==> src/shared/tcu_pkg.sv <==
package tcu_pkg;
   localparam int WORD_W = 38;
   localparam int TAG_W = 6;
   localparam int TAG_LO = 32;
   localparam int CHK_W = 5;
   localparam int SEL_W = 4;
   localparam int OP_W = 6;
   localparam int IMM12_W = 12;
   localparam int HALF_W = 32;
   localparam int VEC_W = 64;
   localparam int NUM_CHECKS = 16;
   // Check selector that tests both operands in immediate formats of non-memory ops
   localparam logic [SEL_W-1:0] CHK_HW_ARITH = 4'hD;
   localparam logic [SEL_W-1:0] CHK_FIXNUM = 4'h1;
   // Opcode space split: loads below store base, stores below limit
   localparam logic [OP_W-1:0] OP_STORE_BASE = 6'h10;
   localparam logic [OP_W-1:0] OP_MEM_LIMIT = 6'h20;
   localparam logic [OP_W-1:0] OP_LOAD_COPROC = 6'h03;
   localparam logic [OP_W-1:0] OP_STORE_COPROC = 6'h1F;
   localparam logic [OP_W-1:0] OP_STORE_TAG_ONLY = 6'h15;
   localparam logic [OP_W-1:0] OP_WRITE_COPROC = 6'h2F;
   localparam logic [OP_W-1:0] OP_READ_COPROC = 6'h3F;
   localparam logic [OP_W-1:0] OP_MC_READ = 6'h37;
   localparam logic [OP_W-1:0] OP_MOVE = 6'h23;
   localparam logic [OP_W-1:0] OP_MOVE_TAG = 6'h36;
   localparam logic [OP_W-1:0] OP_RETURN = 6'h32;
   localparam logic [OP_W-1:0] OP_RETURN_SUBVERT = 6'h33;
   localparam logic [OP_W-1:0] OP_BR_NEXT = 6'h3D;
   localparam logic [OP_W-1:0] OP_BR_TAKE = 6'h35;
   localparam logic [OP_W-1:0] OP_COND_TRAP = 6'h39;
   localparam logic [OP_W-1:0] OP_BR_NEXT_TYPE = 6'h3C;
   localparam logic [OP_W-1:0] OP_BR_TAKE_TYPE = 6'h34;
   localparam logic [OP_W-1:0] OP_TYPE_TRAP = 6'h38;
   // Condition nibble to check selector; bit 4 set means no check
   localparam logic [NUM_CHECKS-1:0][CHK_W-1:0] COND_CHECK = {
      5'h10, 5'h07, 5'h0A, 5'h01, 5'h01, 5'h01, 5'h10, 5'h10,
      5'h10, 5'h10, 5'h0D, 5'h0D, 5'h0D, 5'h0D, 5'h0D, 5'h0D};
   localparam int COND_NOCHK_BIT = 4;
   typedef enum logic [1:0] {
      register_register_format = 2'b00,
      short_immediate_format = 2'b01,
      long_immediate_format = 2'b10
   } tcu_fmt_t;
   typedef enum logic [2:0] {
      act_normal = 3'b000, act_error = 3'b001, act_evac = 3'b010, act_indirect = 3'b011,
      act_monitor = 3'b100, act_bound = 3'b101, act_logic = 3'b110
   } tcu_mem_act_t;
   typedef enum logic [3:0] {
      trap_none = 4'b0000, trap_tag_check = 4'b0001, trap_type_test = 4'b0010,
      trap_mem_error = 4'b0011, oldspace_evacuation_trap = 4'b0100, indirection_trap = 4'b0101,
      monitor_forward_trap = 4'b0110, bound_location_trap = 4'b0111, logic_variable_trap = 4'b1000
   } tcu_trap_t;
endpackage : tcu_pkg

==> src/rtl/tcu_tag_unit.sv <==
`timescale 1ns/100ps
`default_nettype none
module tcu_tag_unit
   import tcu_pkg::*;
#(
   parameter logic [NUM_CHECKS-1:0][VEC_W-1:0] CHECK_ALLOW = '1,
   parameter logic [TAG_W-1:0] FIXNUM_TAG = 6'h08
) (
   input wire logic i_ref_clk,
   input wire logic i_rst_n,
   input wire logic i_valid,
   input wire logic [OP_W-1:0] i_opcode,
   input wire tcu_fmt_t i_format,
   input wire logic [CHK_W-1:0] i_check_field,
   input wire logic [CHK_W-1:0] i_cond,
   input wire logic i_half_sel,
   input wire logic i_sense_sel,
   input wire logic [WORD_W-1:0] i_src1,
   input wire logic [WORD_W-1:0] i_src2,
   input wire logic [WORD_W-1:0] i_imm_long,
   input wire logic [IMM12_W-1:0] i_imm_short,
   input wire logic [WORD_W-1:0] i_read_word,
   input wire tcu_mem_act_t i_mem_act,
   input wire logic i_mem_oldspace,
   input wire logic i_page_evac_en,
   output logic o_valid,
   output logic o_trap,
   output tcu_trap_t o_trap_kind,
   output logic [CHK_W-1:0] o_trap_check,
   output logic [OP_W-1:0] o_trap_opcode,
   output logic [TAG_W-1:0] o_trap_src1_tag,
   output logic [TAG_W-1:0] o_trap_src2_tag,
   output logic o_type_hit,
   output logic o_mem_req,
   output logic o_mem_tag_only,
   output logic [WORD_W-1:0] o_mem_wdata,
   output logic o_dest_whole,
   output logic [TAG_W-1:0] o_dest_tag,
   output logic [WORD_W-1:0] o_dest_word
);
   logic [TAG_W-1:0] tag1;
   logic [TAG_W-1:0] tag2;
   logic is_load;
   logic is_store;
   logic is_mem;
   logic is_type_op;
   logic is_cond_op;
   logic no_check;
   logic [SEL_W-1:0] chk_sel;
   logic chk_top;
   logic ok1;
   logic ok2;
   logic check_fail;
   logic [VEC_W-1:0] onehot;
   logic [HALF_W-1:0] half;
   logic [HALF_W-1:0] mask;
   logic type_nonzero;
   logic type_hit_nxt;
   logic evac_cond;
   tcu_trap_t mem_kind;
   tcu_trap_t kind_nxt;
   logic [TAG_W-1:0] dest_tag_nxt;
   logic dest_whole_nxt;
   logic [TAG_W-1:0] src2_low;

   // Operand tags live in the top six bits of each word
   assign tag1 = i_src1[WORD_W-1:TAG_LO];
   assign tag2 = i_src2[WORD_W-1:TAG_LO];

   // Low six bits of source2, named so the move check can look back at them
   assign src2_low = i_src2[TAG_W-1:0];

   // Opcode classes
   assign is_load = (i_opcode < OP_STORE_BASE) && (i_opcode != OP_LOAD_COPROC);
   assign is_store = (i_opcode >= OP_STORE_BASE) && (i_opcode < OP_MEM_LIMIT) && (i_opcode != OP_STORE_COPROC);
   assign is_mem = is_load || is_store;
   assign is_type_op = (i_opcode == OP_BR_NEXT_TYPE) || (i_opcode == OP_BR_TAKE_TYPE) ||
                       (i_opcode == OP_TYPE_TRAP);
   assign is_cond_op = (i_opcode == OP_BR_NEXT) || (i_opcode == OP_BR_TAKE) || (i_opcode == OP_COND_TRAP);

   // Select the check; conditionals take it from the condition field
   always_comb begin
      chk_sel = i_check_field[SEL_W-1:0];
      chk_top = i_check_field[CHK_W-1];
      no_check = is_type_op || (i_opcode == OP_LOAD_COPROC) || (i_opcode == OP_STORE_COPROC) ||
                 (i_opcode == OP_READ_COPROC) || (i_opcode == OP_WRITE_COPROC);
      if (is_cond_op) begin
         chk_sel = COND_CHECK[i_cond[SEL_W-1:0]][SEL_W-1:0];
         chk_top = i_cond[CHK_W-1];
         no_check = COND_CHECK[i_cond[SEL_W-1:0]][COND_NOCHK_BIT];
      end
   end

   // Allowed-tag lookup; a tag outside the set traps
   assign ok1 = CHECK_ALLOW[chk_sel][tag1];
   assign ok2 = CHECK_ALLOW[chk_sel][tag2];

   // Which operands are checked depends on format and opcode class
   always_comb begin
      check_fail = 1'b0;
      if (no_check) begin
         check_fail = 1'b0;
      end else if (is_mem) begin
         check_fail = !ok1;
         if (is_load && (i_format == register_register_format) && (tag2 != FIXNUM_TAG)) begin
            check_fail = 1'b1;
         end
      end else if (i_format == register_register_format) begin
         check_fail = (tag1 != tag2) || !ok1;
      end else if (chk_sel == CHK_HW_ARITH) begin
         check_fail = !ok1 || !ok2;
      end else begin
         check_fail = !ok1;
      end
   end

   // Mask tag test: decode, pick a half, mask, then test sense
   assign onehot = {{(VEC_W-1){1'b0}}, 1'b1} << tag1;
   assign half = i_half_sel ? onehot[VEC_W-1:HALF_W] : onehot[HALF_W-1:0];
   assign mask = (i_format == long_immediate_format) ? i_imm_long[HALF_W-1:0] : i_src2[HALF_W-1:0];
   assign type_nonzero = |(half & mask);
   assign type_hit_nxt = i_sense_sel ? type_nonzero : !type_nonzero;

   // Evacuation needs both an oldspace address and an enabled page
   assign evac_cond = i_mem_oldspace && i_page_evac_en;

   // Referenced-word classification; evacuation outranks pointer traps
   always_comb begin
      mem_kind = trap_none;
      unique case (i_mem_act)
         act_normal: mem_kind = trap_none;
         act_error: mem_kind = trap_mem_error;
         act_evac: mem_kind = evac_cond ? oldspace_evacuation_trap : trap_none;
         act_indirect: mem_kind = evac_cond ? oldspace_evacuation_trap : indirection_trap;
         act_monitor: mem_kind = evac_cond ? oldspace_evacuation_trap : monitor_forward_trap;
         act_bound: mem_kind = evac_cond ? oldspace_evacuation_trap : bound_location_trap;
         act_logic: mem_kind = evac_cond ? oldspace_evacuation_trap : logic_variable_trap;
         default: mem_kind = trap_mem_error; // Undefined action code is treated as an error
      endcase
   end

   // Trap priority: operand check, then mask test, then memory word
   always_comb begin
      kind_nxt = trap_none;
      if (check_fail) begin
         kind_nxt = trap_tag_check;
      end else if ((i_opcode == OP_TYPE_TRAP) && type_hit_nxt) begin
         kind_nxt = trap_type_test;
      end else if (is_mem) begin
         kind_nxt = mem_kind;
      end
   end

   // Destination tag source
   always_comb begin
      dest_tag_nxt = tag1;
      dest_whole_nxt = is_load || (i_opcode == OP_MC_READ) || (i_opcode == OP_READ_COPROC) ||
                       (i_opcode == OP_LOAD_COPROC);
      if (dest_whole_nxt) begin
         dest_tag_nxt = i_read_word[WORD_W-1:TAG_LO];
      end else if ((i_opcode == OP_RETURN) || (i_opcode == OP_RETURN_SUBVERT)) begin
         dest_tag_nxt = (i_format == long_immediate_format) ? i_imm_long[WORD_W-1:TAG_LO] : tag1;
      end else if (i_opcode == OP_MOVE) begin
         dest_tag_nxt = (i_format == register_register_format) ? tag1 : src2_low;
      end else if ((i_opcode == OP_MOVE_TAG) && (i_format == short_immediate_format)) begin
         dest_tag_nxt = i_imm_short[TAG_W-1:0];
      end
   end

   // Valid stage; the flags below are qualified by i_valid, the write data and destination tag and word are not
   always_ff @(posedge i_ref_clk or negedge i_rst_n) begin
      if (!i_rst_n) begin
         o_valid <= 1'b0;
      end else begin
         o_valid <= i_valid;
      end
   end

   // Trap outputs; the vector fields are loaded only with a trap and hold otherwise
   always_ff @(posedge i_ref_clk or negedge i_rst_n) begin
      if (!i_rst_n) begin
         o_trap <= 1'b0;
         o_trap_kind <= trap_none;
         o_trap_check <= '0;
         o_trap_opcode <= '0;
         o_trap_src1_tag <= '0;
         o_trap_src2_tag <= '0;
      end else begin
         o_trap <= i_valid && (kind_nxt != trap_none);
         o_trap_kind <= i_valid ? kind_nxt : trap_none;
         if (i_valid && (kind_nxt != trap_none)) begin
            o_trap_check <= {chk_top, chk_sel};
            o_trap_opcode <= i_opcode;
            o_trap_src1_tag <= tag1;
            o_trap_src2_tag <= tag2;
         end
      end
   end

   // Mask test outcome for the branch and trap forms
   always_ff @(posedge i_ref_clk or negedge i_rst_n) begin
      if (!i_rst_n) begin
         o_type_hit <= 1'b0;
      end else begin
         o_type_hit <= i_valid && is_type_op && type_hit_nxt;
      end
   end

   // Memory request; no other class may reference memory
   always_ff @(posedge i_ref_clk or negedge i_rst_n) begin
      if (!i_rst_n) begin
         o_mem_req <= 1'b0;
         o_mem_tag_only <= 1'b0;
         o_mem_wdata <= '0;
      end else begin
         o_mem_req <= i_valid && is_mem && (kind_nxt == trap_none);
         o_mem_tag_only <= i_valid && (i_opcode == OP_STORE_TAG_ONLY);
         // Tag-only store carries source1 tag over source2 data
         if (i_opcode == OP_STORE_TAG_ONLY) begin
            o_mem_wdata <= {tag1, i_src2[TAG_LO-1:0]};
         end else begin
            o_mem_wdata <= i_src2;
         end
      end
   end

   // Destination tag and, for reads, the whole word
   always_ff @(posedge i_ref_clk or negedge i_rst_n) begin
      if (!i_rst_n) begin
         o_dest_whole <= 1'b0;
         o_dest_tag <= '0;
         o_dest_word <= '0;
      end else begin
         o_dest_whole <= i_valid && dest_whole_nxt;
         o_dest_tag <= dest_tag_nxt;
         o_dest_word <= i_read_word;
      end
   end

   // Checks
   property p_rr_mismatch;
      @(posedge i_ref_clk) disable iff (!i_rst_n)
      (i_valid && !no_check && !is_mem && (i_format == register_register_format) && (tag1 != tag2))
      |=> (o_trap && (o_trap_kind == trap_tag_check));
   endproperty
   a_rr_mismatch: assert property (p_rr_mismatch) else $error("tag mismatch did not trap");

   property p_nocheck;
      @(posedge i_ref_clk) disable iff (!i_rst_n)
      (i_valid && is_type_op) |=> (o_trap_kind != trap_tag_check);
   endproperty
   a_nocheck: assert property (p_nocheck) else $error("mask test raised operand check trap");

   property p_load_fixnum;
      @(posedge i_ref_clk) disable iff (!i_rst_n)
      (i_valid && is_load && (i_format == register_register_format) && (tag2 != FIXNUM_TAG))
      |=> o_trap && !o_mem_req;
   endproperty
   a_load_fixnum: assert property (p_load_fixnum) else $error("register load without fixnum index");

   property p_mem_only;
      @(posedge i_ref_clk) disable iff (!i_rst_n)
      o_mem_req |-> $past(is_mem) && $past(i_valid);
   endproperty
   a_mem_only: assert property (p_mem_only) else $error("memory request from non memory op");

   property p_evac_prio;
      @(posedge i_ref_clk) disable iff (!i_rst_n)
      (i_valid && is_mem && !check_fail && evac_cond && (i_mem_act >= act_evac) && (i_mem_act <= act_logic))
      |=> (o_trap_kind == oldspace_evacuation_trap);
   endproperty
   a_evac_prio: assert property (p_evac_prio) else $error("evacuation did not take priority");

   property p_evac_need;
      @(posedge i_ref_clk) disable iff (!i_rst_n)
      (o_trap_kind == oldspace_evacuation_trap) |-> $past(i_mem_oldspace) && $past(i_page_evac_en);
   endproperty
   a_evac_need: assert property (p_evac_need) else $error("evacuation without its condition");

   property p_type_trap;
      @(posedge i_ref_clk) disable iff (!i_rst_n)
      (i_valid && (i_opcode == OP_TYPE_TRAP) && (i_sense_sel == !(|(half & mask))))
      |=> (o_trap_kind != trap_type_test) && !o_type_hit;
   endproperty
   a_type_trap: assert property (p_type_trap) else $error("mask test trapped on wrong sense");

   property p_top_bit;
      @(posedge i_ref_clk) disable iff (!i_rst_n)
      (i_valid && !is_cond_op && check_fail) |=> (o_trap_check == $past(i_check_field));
   endproperty
   a_top_bit: assert property (p_top_bit) else $error("check field lost from trap vector");

   property p_move_tag;
      @(posedge i_ref_clk) disable iff (!i_rst_n)
      ((i_opcode == OP_MOVE) && (i_format != register_register_format))
      |=> (o_dest_tag == $past(src2_low));
   endproperty
   a_move_tag: assert property (p_move_tag) else $error("move tag not from source2 low bits");

   property p_load_whole;
      @(posedge i_ref_clk) disable iff (!i_rst_n)
      (i_valid && is_load) |=> o_dest_whole && (o_dest_tag == o_dest_word[WORD_W-1:TAG_LO]);
   endproperty
   a_load_whole: assert property (p_load_whole) else $error("load did not keep whole word");

   property p_store_full;
      @(posedge i_ref_clk) disable iff (!i_rst_n)
      (is_store && (i_opcode != OP_STORE_TAG_ONLY)) |=> (o_mem_wdata == $past(i_src2));
   endproperty
   a_store_full: assert property (p_store_full) else $error("store did not write whole source2");

   property p_hw_both;
      @(posedge i_ref_clk) disable iff (!i_rst_n)
      (i_valid && !no_check && !is_mem && (i_format != register_register_format) &&
       (chk_sel == CHK_HW_ARITH) && !ok2)
      |=> (o_trap && (o_trap_kind == trap_tag_check));
   endproperty
   a_hw_both: assert property (p_hw_both) else $error("numeric check skipped second source");

   c_evac: cover property (@(posedge i_ref_clk) disable iff (!i_rst_n) o_trap_kind == oldspace_evacuation_trap);
   c_type: cover property (@(posedge i_ref_clk) disable iff (!i_rst_n) o_trap_kind == trap_type_test);
   c_bound: cover property (@(posedge i_ref_clk) disable iff (!i_rst_n) o_trap_kind == bound_location_trap);
   c_req: cover property (@(posedge i_ref_clk) disable iff (!i_rst_n) o_mem_req && o_mem_tag_only);
endmodule : tcu_tag_unit
`default_nettype wire

==> config.mk <==
export PLATFORM = sky130hd
export DESIGN_NAME = tcu_tag_unit
export DESIGN_NICKNAME = d
export VERILOG_FILES = /design/src/shared/tcu_pkg.sv /design/src/rtl/tcu_tag_unit.sv
export SDC_FILE = /design/constraint.sdc
export NUM_CORES = 1
export LEC_CHECK = 0
export ABC_CLOCK_PERIOD_IN_PS = 1220
export BUFFER_PORTS_ARGS = -buffer_cell sky130_fd_sc_hd__buf_4
export CAP_MARGIN = 20
export CORE_ASPECT_RATIO = 0.6
export CORE_MARGIN = 5
export CORE_UTILIZATION = 46
export DETAILED_ROUTE_END_ITERATION = 12
export PLACE_DENSITY = 0.81
export SLEW_MARGIN = 20
export SYNTH_ARGS = -nofsm -noshare
export SYNTH_HDL_FRONTEND = slang
export SYNTH_SLANG_ARGS = --single-unit
==> constraint.sdc <==
create_clock -name i_ref_clk -period 1.22 [get_ports i_ref_clk]
set_input_delay 0.061 -clock i_ref_clk [delete_from_list [all_inputs] [get_ports i_ref_clk]]
set_output_delay 0.061 -clock i_ref_clk [all_outputs]
set_load 0.01 [all_outputs]
## Yosys cells after proc, flatten, opt, wreduce, memory -nomap -nowiden

Memories as Yosys holds them, arrays and structs flattened.
Index checks and enable logic that the tools add are counted.

| cells by class | value |
|---|---|
| $lt $le $gt $ge | 7 |
| equal/unequal tests | 28 |
| shifts and indexed selects | 1 |
| multiplexer cells | 34 |
| bitwise logic cells | 1 |
| reduce and logical (&&, ||, !) cells | 38 |

Operators with widths:

| kind | number |
|---|---|
| $eq 6x6->1 const B | 13 |
| $mux 32 | 2 |
| $mux 64 | 1 |
| $shl 1x6->64 const A | 1 |
| $mux 38 | 1 |
| $mux 6 | 6 |
| $and 32x32->32 | 1 |
| $reduce_or 32->1 | 1 |
| $mux 4 | 6 |
| $pmux 4 s6 | 1 |
| $logic_and 1x1->1 | 15 |
| $logic_or 1x1->1 | 15 |
| $lt 6x7->1 const B | 2 |
| $bmux 1 s6 | 2 |
| $eq 6x5->1 const B | 2 |
| $mux 1 | 11 |
| $lt 4x5->1 const B | 2 |
| $eq 3x3->1 const B | 3 |
| $eq 3x2->1 const B | 2 |
| $eq 6x2->1 const B | 1 |
| $ge 6x5->1 const B | 1 |
| $lt 6x5->1 const B | 1 |
| $lt 6x6->1 const B | 1 |
| $ne 6x2->1 const B | 1 |
| 14 further kinds | 17 |

| storage, ports and cells | value |
|---|---|
| bits in registers | 115 |
| ROM bits | 1104 |
| input port bits | 192 |
| memories | 2 |

Memories:

| name | words | width | read ports | clocked after memory_dff | wr ports | RTL line | RTL |
|---|---|---|---|---|---|---|---|
| (name not given) | 16 | 64 | 1 | 0 | 0 | tcu_tag_unit.sv:96 | `assign ok2 = CHECK_ALLOW[chk_sel][tag2];` |
| (name not given) | 16 | 5 | 1 | 0 | 0 | tcu_tag_unit.sv:90 | `no_check = COND_CHECK[i_cond[SEL_W-1:0]][COND_NOCHK_BIT];` |

## Logic depth before layout (Yosys ltp)

| depth | value |
|---|---|
| word-level depth | 17 |
| depth in mapped cells | 13 |
| depth with buffers taken out | 9 |

## Worst setup path before layout

OpenSTA, ideal clock, no wires.

| timing path | value |
|---|---|
| path type | input -> register |
| start point | in i_format[1] |
| end point | reg o_trap_check[0] |
| setup time | 0.141 ns |
| data arrival time | 1.998 ns |
| required time | 1.079 ns |
| path slack | -0.919 ns |
| stages on the path | 11 |
| cells stage by stage | nor2b_4 buf_6 mux4_1 nand4_1 and3_4 a41oi_4 and3_1 buf_6 buf_8 o211ai_1 o311ai_1 |

| between the ends | value |
|---|---|
| longest elaborated chain between the ends | 11 |
| elaborated cells between the ends (all ways) | 18 |
| those cells by class | eq/ne: 1; mux: 8; bitwise: 1; reduce/logical: 8 |

RTL lines:

| item | RTL line | RTL |
|---|---|---|
| from (decl) | tcu_tag_unit.sv:13 | `input wire tcu_fmt_t i_format,` |
| $eq 2x2->1 | tcu_tag_unit.sv:120 | `assign mask = (i_format == long_immediate_format) ? i_imm_long[HALF_W-1:0] : i_src2[HALF_W-1:0];` |
| $mux 32 | tcu_tag_unit.sv:120 |  |
| $and 32x32->32 | tcu_tag_unit.sv:121 | `assign type_nonzero = \|(half & mask);` |
| $reduce_or 32->1 | tcu_tag_unit.sv:121 |  |
| $logic_not 1->1 | tcu_tag_unit.sv:122 | `assign type_hit_nxt = i_sense_sel ? type_nonzero : !type_nonzero;` |
| $mux 1 | tcu_tag_unit.sv:122 |  |
| $logic_and 1x1->1 | tcu_tag_unit.sv:147 | `end else if ((i_opcode == OP_TYPE_TRAP) && type_hit_nxt) begin` |
| $mux 4 | tcu_tag_unit.sv:147 |  |
| $mux 4 * | tcu_tag_unit.sv:145 | `if (check_fail) begin` |
| $reduce_bool 4->1 * | tcu_tag_unit.sv:191 | `if (i_valid && (kind_nxt != trap_none)) begin` |
| $logic_and 1x1->1 * | tcu_tag_unit.sv:191 |  |
| to (signal assigned) | tcu_tag_unit.sv:192 | `o_trap_check <= {chk_top, chk_sel};` |
| to (decl) | tcu_tag_unit.sv:29 | `output logic [CHK_W-1:0] o_trap_check,` |

Every way passes the cells marked *; elsewhere a longest branch is shown, timed or not.
A chain may end at the register's enable or synchronous reset.

## Worst setup path after layout

| timing path | value |
|---|---|
| start point | in i_format[0] |
| end point | reg o_trap_opcode[4] |

| between the ends | value |
|---|---|
| longest elaborated chain between the ends | 11 |
| elaborated cells between the ends (all ways) | 18 |
| those cells by class | eq/ne: 1; mux: 8; bitwise: 1; reduce/logical: 8 |

RTL lines:

| item | RTL line | RTL |
|---|---|---|
| $eq 2x2->1 | tcu_tag_unit.sv:120 |  |
| $mux 32 | tcu_tag_unit.sv:120 |  |
| $and 32x32->32 | tcu_tag_unit.sv:121 |  |
| $reduce_or 32->1 | tcu_tag_unit.sv:121 |  |
| $logic_not 1->1 | tcu_tag_unit.sv:122 |  |
| $mux 1 | tcu_tag_unit.sv:122 |  |
| $logic_and 1x1->1 | tcu_tag_unit.sv:147 |  |
| $mux 4 | tcu_tag_unit.sv:147 |  |
| $mux 4 * | tcu_tag_unit.sv:145 |  |
| $reduce_bool 4->1 * | tcu_tag_unit.sv:191 |  |
| $logic_and 1x1->1 * | tcu_tag_unit.sv:191 |  |
| to (signal assigned) | tcu_tag_unit.sv:193 | `o_trap_opcode <= i_opcode;` |
| to (decl) | tcu_tag_unit.sv:30 | `output logic [OP_W-1:0] o_trap_opcode,` |

Marked as above.

==> flow_metrics.env <==
export IMPL_met1_length_um=10100
export IMPL_via_count=6580
export IMPL_viasPerCell=5.80
export IMPL_numCtsBuffers=17
export IMPL_intPower_mw=9.09
export IMPL_whs_ns=0.0171
export IMPL_area_growth_pct=76.8
export IMPL_fin_skew_ns=0
export IMPL_postSynthAreaPerCell_um2=10.9
export IMPL_synth_flop_cell="dfrtp_1"
export IMPL_power_switching_mw=3.69
export IMPL_drt_iter0_markers=835
export IMPL_cp_end_kind="flop"
export IMPL_track_usage=0.341
export IMPL_die_area_mm2=0.0150
export IMPL_holdPathEnd="o_mem_wdata[33]"
export IMPL_core_area_mm2=0.0122
export IMPL_min_path_type="in -> reg"
export IMPL_r2r_end="o_trap_opcode[4]"
export IMPL_layout_nets=1151
export IMPL_finalSetupViolations=28
export IMPL_timing_final_crit_share=1.75
export IMPL_htree_levels=4
export IMPL_grt_max_degree=43
export IMPL_pwr_share_comb=0.248
export IMPL_synth_top_area_cell="dfrtp_1"
export IMPL_critPathTopFamily="compound AO/OA/AOI/OAI gates"
export IMPL_crit_type="in -> reg"
export IMPL_postSynthCellCount=533
export IMPL_dr_pass1_iters=6
export IMPL_clock_path_buffers=2
export IMPL_p_leak_nw=4.81
export IMPL_start_util=0.476
export IMPL_reg2reg_setup_slack_ns=-0.02
export IMPL_cpMostUsedCell="buf_4"
export IMPL_worstHoldStart="i_src2[33]"
export IMPL_die_w_um=155
export IMPL_ys_seq_elements=115
export IMPL_rows=31
export IMPL_synth_async_reset_ratio=1.00
export IMPL_ant_nets=0
export IMPL_slew_viol_final=0
export IMPL_yosys_top_cells_area="dfrtp_1 (50%), mux2i_1 (4.7%), nor2_1 (2.8%)"
export IMPL_fin_total_pwr_mw=12.8
export IMPL_cp_num_buf_inv=4
export IMPL_wl_met2_um=12800
export IMPL_clk_pin_slew_ns=0.06
export IMPL_yosysSeqAreaShare=0.496
export IMPL_crit_slowest_cell="o311ai_1"
export IMPL_first_global_vias=7038
export IMPL_grt_ovfl_total=0
export IMPL_num_io_pins=307
export IMPL_drive_gt1_frac=0.503
export IMPL_synth_edf_count=0
export IMPL_pwr_share_seq=0.340
export IMPL_antenna_found_initial=1
export IMPL_violations="negative setup slack"
export IMPL_yosysMostFrequentCell="dfrtp_1"
export IMPL_syn_area_mm2=0.00580
export IMPL_synth_cell_types=70
export IMPL_drv_cap=0
export IMPL_arrival_ns=2.41
export IMPL_crit_path_start="i_format[0]"
export IMPL_routed_top_layer="met4"
export IMPL_swShare=0.289
export IMPL_place_congestion=0.924
export IMPL_crit_path_start_kind="input port"
export IMPL_grt_pass1_wl_um=40300
export IMPL_maxSlewHeadroom=0.738
export IMPL_rsz0062_at_grt="yes"
export IMPL_cts_tree="done"
export IMPL_p_clk_frac=0.412
export IMPL_routed_wl_um=26500
export IMPL_clockRootBuffer="clkbuf_16"
export IMPL_dp_hpwl_um=17200
export IMPL_period_minus_slack_ns=2.14
export IMPL_worst_slew_pin_slew_ns=0.393
export IMPL_fmax_mhz=468
export IMPL_outcome="finished with violations"
export IMPL_clk_latency_ns=0.40
export IMPL_netlist_top_cells_count="dfrtp_1 (115), nor2_1 (44), nand2_1 (37)"
export IMPL_timing_final_ws_setup_ns=-0.915
export IMPL_vdd_ir_drop_max_v=0.00118
export IMPL_finalHoldViolCount=0
export IMPL_synth_net_count=728
export IMPL_required_ns=1.50
export IMPL_crit_chain="buf_4 -> nor2b_4 -> buf_12 -> buf_4 -> mux2i_2 -> o32ai_2 -> o31ai_2 -> o211ai_2 -> a21boi_4 -> nor3_4 -> buf_6 -> o311ai_1"
export IMPL_whs_path_depth=3
export IMPL_routed_wl_met3_um=2640
export IMPL_numPortBuffers=268
export IMPL_cts_sinks=115
export IMPL_route_detailed_drc=0
export IMPL_r2r_start="o_trap_opcode[4]"
export IMPL_rr_worst_depth=3
export IMPL_power_per_cell_area_mw_per_mm2=1250
export IMPL_crit_fanout=10
export IMPL_die_h_um=97.0
export IMPL_yosysTopAreaCellShare=0.496
export IMPL_fillers=626
export IMPL_cpPeakStageDelay_ns=0.32
export IMPL_routedWlPerCell_um=23.4
export IMPL_yosys_warnings=0
metrics by stage:
step                      area (um^2)  setup WS (ns)   util  TNS [ns]  std cells
after floorplan                  5860         -0.846      -    -22.51        533
after global placement           8650          -1.12  0.710    -32.98       1021
after detailed placement         8650          -1.33  0.710    -36.63       1021
after CTS                       10100         -0.829  0.833    -20.55       1135
after global routing            10200         -0.934  0.842    -23.85       1135
final                           10200         -0.915  0.842    -22.76       1135
worst register-to-register path: cells and delay by family, from the launching register on:
family             cells  cell delay, ns
DFF                    1            0.41
and+or+nand+nor        1            0.17
AOI/OAI and AO/OA      2            0.52
power groups by stage:
| stage | Clock [mW] | Combinational [mW] | Sequential [mW] |
|---|---|---|---|
| 2_1_floorplan | 0 | 1.06 | 4.49 |
| 3_3_place_gp | 0 | 2.64 | 4.37 |
| 3_5_place_dp | 0 | 2.73 | 4.38 |
| 4_1_cts | 5.26 | 3.01 | 4.33 |
| 5_1_grt | 5.53 | 3.36 | 4.37 |
| 6_report | 5.26 | 3.17 | 4.35 |
layer usage:
layer	vias to the layer above	global-route usage
met5	-	0
met4	0	0.114
met3	96	0.0955
met2	460	0.567
met1	3205	0.428
li1	2819	-
state kept, by name (all words and copies together), names as in the netlist:
name / flops
o_trap_src2_tag: 6
o_trap_opcode: 6
o_mem_req: 1
o_valid: 1
o_trap: 1
o_dest_word: 38
o_mem_wdata: 38
o_dest_whole: 1
o_trap_kind: 4
o_trap_src1_tag: 6
o_mem_tag_only: 1
o_dest_tag: 6
o_trap_check: 5
o_type_hit: 1
kinds of logic (layout without fill, tap and decap cells):
group,Yosys count,in the layout,synth area share
AOI/OAI and AO/OA,136,136,0.191
xor gates and xnor gates,8,8,0.0121
adders and majority gates,3,3,0.00648
buffers and inverters,69,505,0.0611
DFF,115,115,0.496
muxes,44,44,0.0894
other,0,1,0
and+or+nand+nor,158,158,0.143
worst max-delay path by stage:
stage	depth (start not counted)	slack, ns	endpoint
final	12	-0.92	o_trap_opcode[4]
after floorplan	10	-0.85	o_trap_check[0]
after CTS	12	-0.83	o_trap_src2_tag[4]
after global placement	10	-1.12	o_trap_src2_tag[2]
after detailed placement	12	-1.33	o_trap_opcode[4]
after global routing	12	-0.93	o_trap_check[2]
timing repair:
action	in CTS	in global routing
setup buffers	7	1
cloned	0	0
pin swaps	4	8
endpoints found under the hold margin	195	0
setup endpoints to repair	29	36
hold buffers	75	0
resized for setup	18	25
cell usage in the layout, fill, tap and decap left out, types with 7 or more instances in the layout:
cell type and count:
mux2_2 13, nor2_1 40, o22ai_1 10, mux2i_1 23
inv_1 22, o311ai_1 9, dlygate4sd3_1 75, o211ai_1 20
xor2_1 7, nor3b_1 7, nand2_1 36, o311ai_2 8
nand3_1 18, buf_12 9, o221a_2 12, o21ai_1 22
and3_1 9, nor3_1 8, buf_6 15, clkbuf_16 17
a21oi_1 13, dfrtp_1 115, buf_4 351
layout make-up:
| cell class | instances | area, um^2 | share of cell area |
|---|---|---|---|
| repair buffers | 450 | 3730 | 0.364 |
| diodes | 1 | 2.50 | 0.000244 |
| clock inverters | 14 | 176 | 0.0172 |
| multi-input cells | 349 | 2730 | 0.266 |
| flip-flops and latches | 115 | 2880 | 0.281 |
| well taps | 165 | 206 | 0.0201 |
| clock buffers | 18 | 439 | 0.0428 |
| inverters | 23 | 86.3 | 0.00842 |
No activity file was read; power rests on OpenSTA's default activity.
